$ cat src/shared/led_gs_regs.svh
// Summary of operation
// - 48-bit shifter and separate 36-bit intensity latch
// - Latch pulse with command match copies low 36
// - Command mismatch leaves latch contents untouched
// - Bits 0 to 11 drive channel 2
// - Bits 12 to 23 drive channel 1
// - Bits 24 to 35 drive channel 0
// - Bits 36 to 47 hold write command
// - First two rising edges measure bit period
// - Early second edge is one, none is zero
// - Short low hold freezes shifter, forwards input
// - Long low hold fires latch pulse
`ifndef LED_GS_REGS_SVH
`define LED_GS_REGS_SVH

`define SHIFT_W 48
`define CHAN_W 12
`define CH2_LSB 0
`define CH2_MSB 11
`define CH1_LSB 12
`define CH1_MSB 23
`define CH0_LSB 24
`define CH0_MSB 35
`define CMD_LSB 36
`define CMD_MSB 47
`define WRITE_CMD 12'h3aa
`define SHIFT_RST 48'h0
`define CHAN_RST 12'h000

// Bit period limits in ns, clock in MHz
`define CLK_MHZ 32'h14
`define BIT_MIN_NS 32'h14a
`define BIT_MAX_NS 32'h2710
`define NS_PER_US 32'h3e8
`define BIT_MIN_CYC ((`BIT_MIN_NS * `CLK_MHZ + `NS_PER_US - 32'h1) / `NS_PER_US)
`define BIT_MAX_CYC ((`BIT_MAX_NS * `CLK_MHZ) / `NS_PER_US)
`define PER_W 8
`define FRAC_NUM 4'h9
`define FRAC_DEN 4'ha

`endif

$ cat src/shared/led_gs_pkg.sv
package led_gs_pkg;
	typedef enum logic [2:0] {
		ST_MEAS_WAIT,
		ST_MEAS,
		ST_CELL,
		ST_GAP,
		ST_FWD
	} state_t;
	typedef logic [11:0] intensity_t;
endpackage

$ cat src/rtl/bit_sync.sv
module bit_sync (
	input wire logic clk,
	input wire logic rst_b,
	input wire logic d,
	output logic q
);
	logic meta_ff;

	always_ff @(posedge clk or negedge rst_b) begin
		if (!rst_b) begin
			meta_ff <= 1'b0;
			q <= 1'b0;
		end else begin
			meta_ff <= d;
			q <= meta_ff;
		end
	end
endmodule

$ cat src/rtl/bit_fifo.sv
module bit_fifo #(
	parameter int WIDTH = 1,
	parameter int DEPTH = 16
) (
	input wire logic clk,
	input wire logic rst_b,
	input wire logic in_valid,
	output logic in_ready,
	input wire logic [WIDTH-1:0] in_data,
	output logic out_valid,
	input wire logic out_ready,
	output logic [WIDTH-1:0] out_data
);
	localparam int AW = $clog2(DEPTH);

	generate
		if (DEPTH < 2 || (1 << AW) != DEPTH || WIDTH < 1) begin : g_bad
			$error("bit_fifo needs a power-of-two depth of at least 2");
		end
	endgenerate

	logic [WIDTH-1:0] mem [DEPTH];
	logic [AW:0] wr_ff;
	logic [AW:0] rd_ff;
	logic push;
	logic pop;

	assign in_ready = (wr_ff[AW] == rd_ff[AW]) || (wr_ff[AW-1:0] != rd_ff[AW-1:0]);
	assign out_valid = wr_ff != rd_ff;
	assign out_data = mem[rd_ff[AW-1:0]];
	assign push = in_valid && in_ready;
	assign pop = out_valid && out_ready;

	always_ff @(posedge clk) begin
		if (push) begin
			mem[wr_ff[AW-1:0]] <= in_data;
		end
	end

	always_ff @(posedge clk or negedge rst_b) begin
		if (!rst_b) begin
			wr_ff <= '0;
			rd_ff <= '0;
		end else begin
			if (push) begin
				wr_ff <= wr_ff + 1'b1;
			end
			if (pop) begin
				rd_ff <= rd_ff + 1'b1;
			end
		end
	end
endmodule

$ cat src/rtl/led_gs_packet_latch.sv
`include "led_gs_regs.svh"

module led_gs_packet_latch #(
	parameter int EOS_MULT = 4,
	parameter int LATCH_MULT = 8,
	parameter int FIFO_DEPTH = 16,
	parameter int CNT_W = 12
) (
	input wire logic ref_clk,
	input wire logic rst_b,
	input wire logic serial_input,
	output logic serial_output,
	output logic [`CHAN_W-1:0] chan0_intensity,
	output logic [`CHAN_W-1:0] chan1_intensity,
	output logic [`CHAN_W-1:0] chan2_intensity,
	output logic latch_strobe,
	output logic period_locked,
	output logic bit_dropped
);
	generate
		if (EOS_MULT < 2 || LATCH_MULT <= EOS_MULT ||
			(`BIT_MAX_CYC * LATCH_MULT) >= (1 << CNT_W) ||
			(`BIT_MAX_CYC + 1) >= (1 << `PER_W)) begin : g_bad
			$error("led_gs_packet_latch parameters out of range");
		end
	endgenerate

	localparam logic [`PER_W-1:0] MIN_CYC = `PER_W'(`BIT_MIN_CYC);
	localparam logic [`PER_W-1:0] MAX_CYC = `PER_W'(`BIT_MAX_CYC);

	logic sin_s;
	logic sin_d_ff;
	logic rise;
	led_gs_pkg::state_t state_ff;
	logic [`PER_W-1:0] cnt_ff;
	logic [`PER_W-1:0] period_ff;
	logic [`PER_W-1:0] half_ff;
	logic [`PER_W-1:0] nine_ff;
	logic [CNT_W-1:0] eos_lim_ff;
	logic [CNT_W-1:0] lat_lim_ff;
	logic [CNT_W-1:0] low_ff;
	logic got_one_ff;
	logic push_valid_ff;
	logic push_bit_ff;
	logic push_ready;
	logic drain_valid;
	logic drain_bit;
	logic drain_fire;
	logic frozen_ff;
	logic [`SHIFT_W-1:0] serial_packet_shifter_ff;
	led_gs_pkg::intensity_t chan0_ff;
	led_gs_pkg::intensity_t chan1_ff;
	led_gs_pkg::intensity_t chan2_ff;
	logic latch_pulse_ff;
	logic serial_output_ff;
	logic period_locked_ff;
	logic bit_dropped_ff;
	logic meas_ok;
	logic latch_fire;
	logic cmd_match;
	logic [11:0] cnt_x9;
	logic [11:0] cnt_nine;

	bit_sync bit_sync_i (
		.clk(ref_clk),
		.rst_b(rst_b),
		.d(serial_input),
		.q(sin_s)
	);

	bit_fifo #(
		.WIDTH(1),
		.DEPTH(FIFO_DEPTH)
	) bit_fifo_i (
		.clk(ref_clk),
		.rst_b(rst_b),
		.in_valid(push_valid_ff),
		.in_ready(push_ready),
		.in_data(push_bit_ff),
		.out_valid(drain_valid),
		.out_ready(!frozen_ff),
		.out_data(drain_bit)
	);

	assign rise = sin_s && !sin_d_ff;
	assign drain_fire = drain_valid && !frozen_ff;
	assign meas_ok = (cnt_ff >= MIN_CYC - 1'b1) && (cnt_ff < MAX_CYC);
	assign cnt_x9 = {4'h0, cnt_ff} * {8'h00, `FRAC_NUM};
	assign cnt_nine = cnt_x9 / {8'h00, `FRAC_DEN};
	assign latch_fire = (state_ff == led_gs_pkg::ST_FWD) && (low_ff == lat_lim_ff);
	assign cmd_match = serial_packet_shifter_ff[`CMD_MSB:`CMD_LSB] == `WRITE_CMD;

	always_ff @(posedge ref_clk or negedge rst_b) begin
		if (!rst_b) begin
			sin_d_ff <= 1'b0;
		end else begin
			sin_d_ff <= sin_s;
		end
	end

	// Low-time counter used for both hold detections
	always_ff @(posedge ref_clk or negedge rst_b) begin
		if (!rst_b) begin
			low_ff <= '0;
		end else if (sin_s) begin
			low_ff <= '0;
		end else if (low_ff != '1) begin
			low_ff <= low_ff + 1'b1;
		end
	end

	// Bit timing and sequence control
	always_ff @(posedge ref_clk or negedge rst_b) begin
		if (!rst_b) begin
			state_ff <= led_gs_pkg::ST_MEAS_WAIT;
			cnt_ff <= '0;
			got_one_ff <= 1'b0;
			push_valid_ff <= 1'b0;
			push_bit_ff <= 1'b0;
		end else begin
			push_valid_ff <= 1'b0;
			push_bit_ff <= 1'b0;
			case (state_ff)
				led_gs_pkg::ST_MEAS_WAIT: begin
					cnt_ff <= '0;
					if (rise) begin
						state_ff <= led_gs_pkg::ST_MEAS;
					end
				end
				led_gs_pkg::ST_MEAS: begin
					if (rise && meas_ok) begin
						push_valid_ff <= 1'b1;
						state_ff <= led_gs_pkg::ST_CELL;
						cnt_ff <= '0;
						got_one_ff <= 1'b0;
					end else if (rise) begin
						cnt_ff <= '0;
					end else if (cnt_ff > MAX_CYC) begin
						state_ff <= led_gs_pkg::ST_MEAS_WAIT;
					end else begin
						cnt_ff <= cnt_ff + 1'b1;
					end
				end
				led_gs_pkg::ST_CELL: begin
					cnt_ff <= cnt_ff + 1'b1;
					if (rise && cnt_ff < half_ff) begin
						got_one_ff <= 1'b1;
					end
					if (cnt_ff == nine_ff) begin
						push_valid_ff <= 1'b1;
						push_bit_ff <= got_one_ff;
						got_one_ff <= 1'b0;
						cnt_ff <= '0;
						if (!rise) begin
							state_ff <= led_gs_pkg::ST_GAP;
						end
					end
				end
				led_gs_pkg::ST_GAP: begin
					cnt_ff <= '0;
					got_one_ff <= 1'b0;
					if (rise) begin
						state_ff <= led_gs_pkg::ST_CELL;
					end else if (low_ff >= eos_lim_ff) begin
						state_ff <= led_gs_pkg::ST_FWD;
					end
				end
				led_gs_pkg::ST_FWD: begin
					cnt_ff <= '0;
					if (latch_fire) begin
						state_ff <= led_gs_pkg::ST_MEAS_WAIT;
					end
				end
				default: begin
					state_ff <= led_gs_pkg::ST_MEAS_WAIT;
					cnt_ff <= '0;
				end
			endcase
		end
	end

	// Stored bit period and derived thresholds
	always_ff @(posedge ref_clk or negedge rst_b) begin
		if (!rst_b) begin
			period_ff <= '0;
			half_ff <= '0;
			nine_ff <= '0;
			eos_lim_ff <= '1;
			lat_lim_ff <= '1;
			period_locked_ff <= 1'b0;
		end else if (state_ff == led_gs_pkg::ST_MEAS && rise && meas_ok) begin
			period_ff <= cnt_ff;
			half_ff <= cnt_ff >> 1;
			nine_ff <= cnt_nine[`PER_W-1:0];
			eos_lim_ff <= CNT_W'(cnt_ff) * CNT_W'(EOS_MULT);
			lat_lim_ff <= CNT_W'(cnt_ff) * CNT_W'(LATCH_MULT);
			period_locked_ff <= 1'b1;
		end else if (latch_fire) begin
			period_locked_ff <= 1'b0;
		end
	end

	always_ff @(posedge ref_clk or negedge rst_b) begin
		if (!rst_b) begin
			frozen_ff <= 1'b0;
		end else if (latch_fire) begin
			frozen_ff <= 1'b0;
		end else if (state_ff == led_gs_pkg::ST_GAP && !rise && low_ff >= eos_lim_ff) begin
			frozen_ff <= 1'b1;
		end
	end

	always_ff @(posedge ref_clk or negedge rst_b) begin
		if (!rst_b) begin
			serial_packet_shifter_ff <= `SHIFT_RST;
		end else if (drain_fire) begin
			serial_packet_shifter_ff <= {serial_packet_shifter_ff[`SHIFT_W-2:0], drain_bit};
		end
	end

	// Intensity latch
	always_ff @(posedge ref_clk or negedge rst_b) begin
		if (!rst_b) begin
			chan0_ff <= `CHAN_RST;
			chan1_ff <= `CHAN_RST;
			chan2_ff <= `CHAN_RST;
		end else if (latch_fire && cmd_match) begin
			chan0_ff <= serial_packet_shifter_ff[`CH0_MSB:`CH0_LSB];
			chan1_ff <= serial_packet_shifter_ff[`CH1_MSB:`CH1_LSB];
			chan2_ff <= serial_packet_shifter_ff[`CH2_MSB:`CH2_LSB];
		end
	end

	always_ff @(posedge ref_clk or negedge rst_b) begin
		if (!rst_b) begin
			latch_pulse_ff <= 1'b0;
			serial_output_ff <= 1'b0;
		end else begin
			latch_pulse_ff <= latch_fire;
			serial_output_ff <= (state_ff == led_gs_pkg::ST_FWD) && sin_s;
		end
	end

	always_ff @(posedge ref_clk or negedge rst_b) begin
		if (!rst_b) begin
			bit_dropped_ff <= 1'b0;
		end else if (push_valid_ff && !push_ready) begin
			bit_dropped_ff <= 1'b1;
		end
	end

	assign serial_output = serial_output_ff;
	assign chan0_intensity = chan0_ff;
	assign chan1_intensity = chan1_ff;
	assign chan2_intensity = chan2_ff;
	assign latch_strobe = latch_pulse_ff;
	assign period_locked = period_locked_ff;
	assign bit_dropped = bit_dropped_ff;
endmodule

$ cat config.mk
export PLATFORM = sky130hd
export DESIGN_NAME = led_gs_packet_latch
export DESIGN_NICKNAME = d
export VERILOG_FILES = /design/src/shared/led_gs_pkg.sv /design/src/rtl/bit_sync.sv /design/src/rtl/bit_fifo.sv /design/src/rtl/led_gs_packet_latch.sv
export VERILOG_INCLUDE_DIRS = /design/src /design/src/shared
export SDC_FILE = /design/constraint.sdc
export NUM_CORES = 1
export LEC_CHECK = 0
export ABC_CLOCK_PERIOD_IN_PS = 13300
export BUFFER_PORTS_ARGS = -buffer_cell sky130_fd_sc_hd__buf_2
export CAP_MARGIN = 10
export CORE_MARGIN = 2
export CORE_UTILIZATION = 47
export CTS_BUF_LIST = sky130_fd_sc_hd__clkbuf_4 sky130_fd_sc_hd__clkbuf_8
export CTS_CLUSTER_DIAMETER = 60
export CTS_CLUSTER_SIZE = 40
export DETAILED_ROUTE_END_ITERATION = 16
export PLACE_DENSITY_LB_ADDON = 0.1
export SLEW_MARGIN = 25
export SYNTH_ARGS = -nofsm -noshare
export SYNTH_HDL_FRONTEND = slang
export SYNTH_SLANG_ARGS = --single-unit
export TNS_END_PERCENT = 100
$ cat constraint.sdc
create_clock -name ref_clk -period 13.3 [get_ports ref_clk]
set_clock_uncertainty 0.15 [all_clocks]
set_input_delay 1.33 -clock ref_clk [delete_from_list [all_inputs] [get_ports ref_clk]]
set_output_delay 1.33 -clock ref_clk [all_outputs]
set_load 0.02 [all_outputs]
# Word level (Yosys, flattened, before mapping)
# Memory sizes are Yosys's and may differ from the RTL's. A register that Yosys moved wholly into a read port is not among the register bits.
# Cells that the tools add are included.
# W data, S select, Z words.
# word_totals
reg_bits,167
ram_bits,16
output_inout_bits,40
n_memories,1
# mem_list
memory,depth,width,read_ports,rd_clocked_by_memory_dff,write_ports,line_no,rtl
bit_fifo_i.mem,16,1,1,1,1,bit_fifo.sv:22,logic [WIDTH-1:0] mem [DEPTH];
# op_classes
add_sub_neg,4
mul,1
div,1
magnitude_cmp,5
n_eq_ne,21
mux,32
reduce_logical,27
# ops
op,n
$mux W8,4
$mux W3,9
$mux W12,2
$pmux W8 S2,1
$pmux W3 S5,1
$logic_and A1 B1 Y1,14
$mux W1,13
$add A12 B1 Y12 const B,1
$div A12 B4 Y12 const B,1
$eq A12 B10 Y1 const B,1
$eq A12 B12 Y1,1
$ge A12 B12 Y1,1
$mul A8 B4 Y12 const B,1
$ne A12 B12 Y1 const B,1
$ne A3 B3 Y1 const B,4
$add A5 B1 Y5 const B,2
$ne A2 B2 Y1 const B,5
$add A8 B1 Y8 const B,1
$eq A8 B8 Y1,1
$ge A8 B3 Y1 const B,1
$gt A8 B8 Y1 const B,1
$lt A8 B7 Y1,1
$lt A8 B8 Y1 const B,1
$reduce_and A7 Y1,1
other kinds (15),22

# Logic depth before layout (Yosys ltp)
# Gate-level depths: netlist of run 1.
# depth
ltp_word,7
mapped_depth,18

# By module
# A second synthesis of run 1 with hierarchy kept.
# unflattened
hier_cells,851
hier_area_um2,9337.7
# by_module_without_submodules
module,instances,cells_per_inst,area_each_um2
led_gs_packet_latch,1,748,7853.8
bit_fifo,1,101,1433.9
bit_sync,1,2,50.0

# Least setup slack after synthesis of run 1
# Ideal clock, no wire load.
# synth_path
path_kind,reg2reg
startpoint,register cnt_ff[1]
endpoint,register nine_ff[0]
setup_ns,0.095
arrival_time_ns,4.344
required_time_ns,13.055
setup_slack_ns,8.710
path_stages_with_launch,19
synth_period_minus_slack_ns,4.590
path_cell_list,dfrtp_1 > ha_1 > ha_1 > fa_1 > and3_1 > nor2_4 > o221ai_2 > a211oi_2 > buf_6 > nor3_1 > o21ai_2 > a31oi_4 > nand3b_1 > a22o_1 > buf_6 > o2bb2ai_1 > a221o_1 > maj3_2 > o31ai_1
# synth_via
elab_chain_cells,3
word_cells_on_any_way,6
classes_between,1 x mul; 1 x div; 2 x order compare; 2 x reduce/logical
# synth_lines
item,line_no,rtl
start: declaration,led_gs_packet_latch.sv:35,logic [`PER_W-1:0] cnt_ff;
start signal: assignment,led_gs_packet_latch.sv:141,cnt_ff <= cnt_ff + 1'b1;
start signal: assignment,led_gs_packet_latch.sv:145,cnt_ff <= cnt_ff + 1'b1;
"parallel branches: the longest is 3 deep, another holds $mul A8 B4 Y12",n/a,
end signal: assignment,led_gs_packet_latch.sv:194,nine_ff <= cnt_nine[`PER_W-1:0];
end: declaration,led_gs_packet_latch.sv:38,logic [`PER_W-1:0] nine_ff;
# Several ways; the timed one is not identified.
# A chain may end at the register's enable or synchronous reset.

# Worst setup path in the final report of run 1
# layout_path
startpoint,register cnt_ff[4]
endpoint,register nine_ff[0]
# Same word-level chain as after synthesis.

==> results of run 1 <==
[layout by cell type (no fill, tap or decap), drive strengths merged, types with 4 or more instances in the layout]
| master | synthesis | layout |
|---|---|---|
| a211o | 4 | 4 |
| a211oi | 7 | 7 |
| a21o | 13 | 13 |
| a21oi | 22 | 22 |
| a311oi | 6 | 6 |
| a31oi | 11 | 11 |
| and2 | 5 | 5 |
| and3 | 5 | 5 |
| buf | 15 | 47 |
| clkbuf | 29 | 18 |
| clkinv | 0 | 4 |
| dfrtp | 143 | 143 |
| dfstp | 9 | 9 |
| edfxtp | 16 | 16 |
| ha | 37 | 37 |
| inv | 29 | 37 |
| mux2 | 86 | 86 |
| mux4 | 5 | 5 |
| nand2 | 50 | 50 |
| nand2b | 10 | 10 |
| nand3 | 19 | 19 |
| nand4 | 18 | 18 |
| nor2 | 60 | 60 |
| nor2b | 5 | 5 |
| nor3 | 19 | 19 |
| nor4 | 6 | 6 |
| o2111ai | 4 | 4 |
| o211ai | 7 | 7 |
| o21a | 5 | 5 |
| o21ai | 42 | 42 |
| o31ai | 4 | 4 |
| or3 | 5 | 5 |
| xnor2 | 25 | 25 |
| xor2 | 25 | 25 |
[sequential cells by signal, summed over array words and instances, names as in the netlist, 9 cells and up]
name,count
low_ff,12
eos_lim_ff,9
serial_packet_shifter_ff,48
chan1_intensity,12
chan2_intensity,12
chan0_intensity,12
bit_fifo_i.mem,16
[per-layer routing]
metal / vias up / GRT usage (%)
met3: 10 / 4.18
met4: 0 / 3.58
met5: - / 0
li1: 2902 / -
met2: 101 / 28.7
met1: 2971 / 24.9
[area by class of cell]
cell class                 instances  share of cell area [%]
clock buffer                      18                    2.57
multi-input combinational        549                    44.3
sequential                       168                    44.5
inverter                          29                    1.13
tap                              234                    3.03
timing repair buffer              47                    2.84
clock inverter                    14                    1.62
[power groups by stage]
| stage | logic (mW) | clock network, mW | registers, mW |
|---|---|---|---|
| CTS | 0.244 | 0.379 | 0.644 |
| finish | 0.244 | 0.367 | 0.644 |
| global placement | 0.238 | 0 | 0.651 |
| global route | 0.272 | 0.405 | 0.656 |
| detailed placement | 0.242 | 0 | 0.654 |
| floorplan | 0.212 | 0 | 0.623 |
[worst reg2reg max path: cells and delay by family, from the launching register on]
kind,cells,cell delay [ns]
adders and majority gates,4,1.40
muxes,1,0.13
DFF,1,0.59
AOI/OAI and AO/OA,9,2.64
and+or+nand+nor,2,0.53
[through the flow]
stage               instances  worst slack [ns]  utilization [%]  power, mW  hold slack (ns)
CTS                      1058              7.84             51.6       1.27            0.215
global placement         1026              8.06             49.5      0.888            0.190
detailed placement       1026              7.86             49.5      0.897            0.194
floorplan                 790              8.71                -      0.835            0.181
finish                   1059              7.77             51.8       1.25            0.210
global route             1059              7.51             51.8       1.33            0.232
[synthesized netlist by cell type, drive strengths merged, types with 4 or more instances]
library cell | number | area share [%]
mux4 | 5 | 1.3
nand3 | 19 | 1.1
nor3 | 19 | 1.1
buf | 15 | 0.96
and2 | 5 | 0.35
a21oi | 22 | 1.5
or3 | 5 | 0.35
nand2b | 10 | 0.71
o21ai | 42 | 2.6
dfstp | 9 | 2.7
mux2 | 86 | 11
xor2 | 25 | 2.6
nor2 | 60 | 2.7
ha | 37 | 5.2
nand4 | 18 | 1.3
nor2b | 5 | 0.35
o2111ai | 4 | 0.47
xnor2 | 25 | 2.5
nor4 | 6 | 0.42
a31oi | 11 | 1.2
a311oi | 6 | 0.66
and3 | 5 | 0.35
edfxtp | 16 | 5.4
dfrtp | 143 | 40
nand2 | 50 | 2.2
a21o | 13 | 1.1
o21a | 5 | 0.51
inv | 29 | 1.2
o211ai | 7 | 0.59
a211oi | 7 | 0.79
clkbuf | 29 | 1.3
a211o | 4 | 0.39
o31ai | 4 | 0.34
[how the worst min path moves through the flow]
stage,startpoint,end,cells past startpoint
after global placement,bit_sync_i.meta_ff,bit_sync_i.q,0
after CTS,bit_sync_i.meta_ff,bit_sync_i.q,0
after detailed placement,bit_sync_i.meta_ff,bit_sync_i.q,0
final,bit_sync_i.meta_ff,bit_sync_i.q,0
after floorplan,bit_sync_i.meta_ff,bit_sync_i.q,0
after global routing,bit_sync_i.meta_ff,bit_sync_i.q,0
[logic make-up after synthesis]
| kind of cell | synth area share, % |
|---|---|
| simple gates | 12.6 |
| flops | 48.4 |
| compound gates | 12.3 |
| mux | 12.4 |
| buf+inv | 3.46 |
| xor+xnor | 5.02 |
| fa+ha+maj | 5.81 |
==> run summary, run 1 <==
The flow ran to the end, and the final reports show no timing, DRC or antenna violations. After detailed routing, the total wire length is 17.0 mm. Across the run, the number of max-cap violations was 0. In the final layout, the share of cells above drive strength 1 is 25.2%. The number of setup buffers added after CTS is 0. Dividing the detail-routed wire length by the instance count gives 16.0 µm. The final number of max-transition violations came out at 0.

In this run the critical register-to-register path is captured at nine_ff[0]. Data on the critical path is required at its endpoint by 13.51 ns. The tools report the number of hold buffers added after cts as 0. The number of warnings printed during yosys synthesis came out at 0. The number of distinct library cell variants in the gate-level netlist after synthesis is 88, and the sequential fraction of design power is 51.3%.

The total number of H-tree levels is 4, and the data arrival time at the worst-slack endpoint is 5.74 ns. The analysis attributes to cell leakage a power of 4.41 nW. For this run, asynchronously set or reset flops after synthesis account for 90.5%. The standard-cell row count was 50.

The number of gates resized after cts is 0, and the via count normalized by instance count is 5.65. Synthesis produced a netlist with a net count of 831. For the fmax, the log shows 0.181 GHz.

The critical path is of the reg -> reg type. The share of the Yosys chip area taken by registers is 48.4%. The transition time of the tightest slew-check pin is 0.961 ns, and the layout net count is 853. The synthesized netlist occupies a cell area of 8870 µm².

The min-delay analysis places its worst path in the category reg -> reg. The clock-pin slew on the worst setup and hold paths was 0.09 ns; the hold violation count in the final report was 0. The area of the multi-input gates is 4280 µm².

The wire length on met3 was 513 µm; the detailed router's first-iteration violation count was 310. Buffering stage count on the worst path with inverters included: 0. The die is 141 µm tall.

Share of the clock period used by the worst path after layout: 41.6%. TritonCTS built the clock tree. Counting cells, the worst reg-to-reg path comes to 16. TritonCTS created 17 clock buffers. In this run the tightest slew margin relative to its limit is 35.5%. The layout has 1642 filler cells.

After detailed routing, the wire length on met1 is 8.42 mm. After routing the design area is 9660 µm². The capturing element of the worst setup path was nine_ff[0]. The switching fraction of total power is 30.6%.

For the number of antenna violations at the first check in global routing, the log shows 0. The power density of the placed cells works out to 130 nW/µm². The number of enable-type register cells in the synthesized netlist is 16, and the largest incremental delay on the critical path is 0.68 ns. The startpoint identified for the worst register-to-register timing path is cnt_ff[4]. After technology mapping, the gate count stands at 790.

Deepest clock path buffer count: 2. The remaining global-route overflow was 0. The kind of end point of the critical path was a register. The number of input and output port buffers inserted came out at 42. The timing startpoint of the critical path is cnt_ff[4].

The tools report the floorplan die area as 20000 µm². From left edge to right edge, the die measures 141 µm. The highest-delay cell along the critical path was sky130_fd_sc_hd__a211oi_2.

Setup repair after global routing left no endpoint under its margin. The storage element area was 4300 µm². 0 antenna diodes ended up in the layout. The average footprint of a synthesized cell was 11.2 µm². The logs give 102 for the pin count of the biggest net entering global routing and 11.6 mm for the HPWL after detailed placement. The placer's final routability congestion estimate is 0.801. Once the floorplan was initialized, standard cells occupied 47.6% of the core.

Once placement finished, the instance area stood at 9220 µm². The area growth from synthesis to layout is 8.84%. The logic depth of the worst setup path including buffers was 16; the via count of the first global-routing pass was 5936. Global routing used 17.8% of the available tracks. For this design the total switching power over the nets is 384 µW. Internal power comes to 870 µW. The floorplan step defined a core boundary enclosing 18600 µm². Type of origin of the critical path: a register. The dominant synthesized flop cell was sky130_fd_sc_hd__dfrtp_1. The critical path goes through ha_1, ha_1, fa_1, and3_1, nor2_4, o221ai_2, a211oi_2, a311oi_2, a31oi_2, o21ai_1, o211ai_1, a22o_1, mux2i_1, a221o_1, maj3_2, o31ai_1. The pre-antenna-repair detailed-routing pass consisted of 5 iterations. Wire segments on met2 add up to 7.93 mm in the final route. The cell chosen for the clock root is sky130_fd_sc_hd__clkbuf_8. Counting flops and latches in the post-synthesis netlist gives 168.

The power share of the clock group was 29.3%. The kind of cell adding the most delay to the critical path was compound AO/OA/AOI/OAI gates. Post-route setup TNS: 0 ns. The number of clock sinks was 168; the worst-path maximum fanout was 12. For the worst-skew pair, the clock arrives at the later sink with an insertion delay of 0.45 ns. The run gives 43 as the total I/O pin count.

The largest vdd supply drop came out at 0.0682 mV. After detailed routing, the number of remaining DRC violations is 0. Setup violations remaining at the end of the flow were counted as 0. The run gives 19.4% as the part of the power in combinational logic. The count of nets left with antenna violations once routing finished came out at 0. By instance count, the cell type seen most on the critical path is sky130_fd_sc_hd__ha_1. The highest metal layer carrying signal wires in the routed design is met4. The minimum clock period is 5.53 ns, and the via count is 5984.

The global-route wire length before repair is 29.0 mm, and the register-to-register path setup slack is 7.77 ns.
No activity file was read; power rests on OpenSTA's default activity.
==> run 2, diff against run 1 <==
--- a/config.mk
+++ b/config.mk
@@ -6,7 +6,7 @@
 export SDC_FILE = /design/constraint.sdc
 export NUM_CORES = 1
 export LEC_CHECK = 0
-export ABC_CLOCK_PERIOD_IN_PS = 13300
+export ABC_CLOCK_PERIOD_IN_PS = 5400
 export BUFFER_PORTS_ARGS = -buffer_cell sky130_fd_sc_hd__buf_2
 export CAP_MARGIN = 10
 export CORE_MARGIN = 2
==> constraint.sdc (replaced) <==
create_clock -name ref_clk -period 5.4 [get_ports ref_clk]
set_clock_uncertainty 0.15 [all_clocks]
set_input_delay 0.54 -clock ref_clk [delete_from_list [all_inputs] [get_ports ref_clk]]
set_output_delay 0.54 -clock ref_clk [all_outputs]
set_load 0.02 [all_outputs]
==> run 2 against run 1 <==
Effect of this change: the flow now finishes with violations (hold timing); clock-buffer cell count grew 1; via count is 0.38% higher; sequential power increased by 150%; flip-flop and latch count unchanged; core utilization up 0.26 points; global-route usage shrank 0.054 points; critical path depth shrank 2; maximum frequency grew 8.0%; non-clock buffer count increased by 6; sequential share of layout area fell by 0.22 points; critical path type unchanged; largest power group unchanged; highest routed layer unchanged.
==> run summary, run 2 (synthesized netlist as in run 1, its figures left out) <==
The run finished, with violations left. The checks that failed: hold timing. For the deepest clock path buffer count, the log shows 2. The cell chosen for the clock root is sky130_fd_sc_hd__clkbuf_8. Kind of cell adding the most delay to the critical path: compound AO/OA/AOI/OAI gates. The power density of the placed cells was 322 nW/µm². Number of max-cap violations: 0. The worst hold path belongs to the class in -> async. Global routing used 17.8% of the available tracks. The largest incremental delay on the critical path was 0.83 ns; the via count of the first global-routing pass was 5765.

Critical path class: reg -> reg. The share of the clock period used by the worst path after layout is 94.8%. The first global-routing pass estimated 28.7 mm of wire.

TritonCTS built the clock tree. At the pin with the least slew margin, the transition time is 0.999 ns. For this run, global-route usage on met3 was measured as 3.71%.

Across the VDD grid, the largest voltage drop is 0.162 mV. For this block, the routed nets add up to 17.2 mm of wire. The minimum clock period works out to 5.12 ns.

Setup total negative slack on the finished layout was measured at 0 ns. The floorplan core area was 18600 µm²; the remaining global-route overflow was 0. Most heavily used metal layer in global routing: met2. For this block, the via count after detailed routing is 6007. Average routed wire per standard cell: 16.2 µm. The via count normalized by instance count was 5.64; the remaining routing DRC violations was 0.

For this configuration, the core starts out at a cell density of 47.6%. The relative slew slack is 32.9%, and the number of input and output port buffers inserted is 42. Clock tree synthesis inserted a total of 17 buffers. The final count of negative-setup-slack endpoints was 0; the die span in y was 141 µm.

The total number of H-tree levels is 4. The number of detailed-route iterations in the first pass came out at 4. The tools report the floorplan die area as 20000 µm². Clock-pin slew was measured on the worst setup and hold paths at 0.10 ns.

In the layout the commonest cells are sky130_fd_sc_hd__dfrtp_1 (143), sky130_fd_sc_hd__mux2_2 (86), sky130_fd_sc_hd__nor2_1 (57). The register with the most flip-flops was serial_packet_shifter_ff. For this run, the post-layout net count is 859. The logs give 25.7% for the met1 track demand over resource and 5.31 ns for the data arrival time at the worst-slack endpoint. Entering global routing, the biggest net connects 101 pins. Counting every sink on the clock net gives 168.

For the overall power of the completed layout, the log shows 3.12 mW. In this run, the number of DRC markers left after iteration 0 of detailed routing was 285. The number of antenna violations at the first check in global routing was 0. Final number of max-transition violations: 0. Cells with a size suffix above 1 make up 26.0% of the layout. The number of placed instances, taps included, is 1033. The flip-flop count of the largest register after layout works out to 48. For this design, the slowest cell found on the critical path is sky130_fd_sc_hd__xnor2_1. Number of diodes: 0. The global routing met2 resource utilization is 27.2%. The most common library cell in the layout ignoring fill and taps is sky130_fd_sc_hd__dfrtp_1.

The tools report the hold violation count in the final report as 1. Leaving out filler cells and counting taps, the final layout contains 1065. The critical path contains buffers and inverters numbering 0 combined. STA puts the critical path data required time at 5.59 ns.

The analysis attributes to cell leakage a power of 4.45 nW. Post-CTS timing repair inserted 0 buffers for setup. The fmax was 0.195 GHz. After floorplanning, the core was divided into 50 placement rows. The remaining antenna violation count after routing is 0, and the number of filler instances in the final layout is 1682. The worst-path maximum fanout is 12, and the HPWL after detailed placement is 11.8 mm. Worst hold slack: -0.00904 ns.

The run gives 0.46 ns as the clock insertion delay at the later pin of the skew report. At the end of routability-driven placement, the weighted congestion stood at 0.800. The x dimension of the die works out to 141 µm. The worst setup path is captured at a register.

The area overhead of the layout relative to synthesis came out at 9.39%. STA classifies the critical path startpoint as a register. During I/O placement, the number of pins put on the boundary was 43. The signal on the critical path passes through ha_1, ha_1, fa_1, xnor2_1, o211ai_1, a221oi_1, a31oi_4, o21ai_1, o211ai_1, a22o_2, mux2i_1, a221o_1, maj3_2, o31ai_1.
## run 2: cell count changes in the layout (fill, tap and decap cells not counted), sizes merged
cell | previous run | this run
clkinv | 4 | 3
clkinvlp | 1 | 0
clkbuf | 18 | 19
buf | 47 | 53
bufinv | 1 | 2
## run 2: repair_timing
item | in CTS | in global routing
gates resized for setup | 0 | 4
hold buffers | 0 | 0
setup endpoints to repair | 0 | 1
## run 2: path summary, 6_finish.rpt
| kind | startpoint | end | slack, ns | depth (start not counted) |
|---|---|---|---|---|
| setup / recovery | cnt_ff[3] | nine_ff[0] | 0.28 | 14 |
| hold / removal | rst_b | serial_packet_shifter_ff[0] | -0.009 | 1 |
| setup reg to reg | cnt_ff[3] | nine_ff[0] | 0.28 | 14 |
| hold reg to reg | bit_sync_i.meta_ff | bit_sync_i.q | 0.21 | 0 |
| max in group asynchronous | rst_b | low_ff[0] | 3.86 | 2 |
| min in group ref_clk | serial_input | bit_sync_i.meta_ff | 0.05 | 1 |
## run 2: final cells by class
class	count	area, µm²	area share [%]
Clock inverter	13	156	1.61
Sequential cell	168	4300	44.3
Clock buffer	19	255	2.63
Multi-Input combinational cell	549	4300	44.3
Timing Repair Buffer	53	299	3.08
Inverter	29	109	1.12
Tap cell	234	293	3.02
## run 2: report_power, final
group | total, mW | internal (mW) | switching (mW) | leakage [nW]
Clock | 0.927 | 0.443 | 0.484 | 0.213
Sequential | 1.58 | 1.42 | 0.157 | 2.18
Combinational | 0.614 | 0.322 | 0.292 | 2.06
## run 2: metrics by stage
| step | setup WS [ns] | util (%) | instance area (µm²) |
|---|---|---|---|
| finish | 0.283 | 52.1 | 9700 |
| global route | -0.0151 | 52.1 | 9700 |
| CTS | 0.0474 | 52.0 | 9690 |
| detailed placement | 0.100 | 49.8 | 9280 |
| global placement | 0.473 | 49.8 | 9280 |
| floorplan | 0.810 | - | 8870 |
## run 2: worst reg2reg max path, stage by stage, from the launching register on
cell and delay (ns):
sky130_fd_sc_hd__dfrtp_1 0.53, sky130_fd_sc_hd__ha_1 0.26, sky130_fd_sc_hd__ha_1 0.25, sky130_fd_sc_hd__fa_1 0.52, sky130_fd_sc_hd__xnor2_1 0.83, sky130_fd_sc_hd__o211ai_1 0.19, sky130_fd_sc_hd__a221oi_1 0.51, sky130_fd_sc_hd__a31oi_4 0.11
sky130_fd_sc_hd__o21ai_1 0.14, sky130_fd_sc_hd__o211ai_1 0.11, sky130_fd_sc_hd__a22o_2 0.33, sky130_fd_sc_hd__mux2i_1 0.15, sky130_fd_sc_hd__a221o_1 0.38, sky130_fd_sc_hd__maj3_2 0.31, sky130_fd_sc_hd__o31ai_1 0.25
## run 2: layer usage
metal	vias up	wire [µm]
met5	-	0
met2	114	7950
met4	0	233
met1	2958	8460
li1	2915	-
met3	20	580
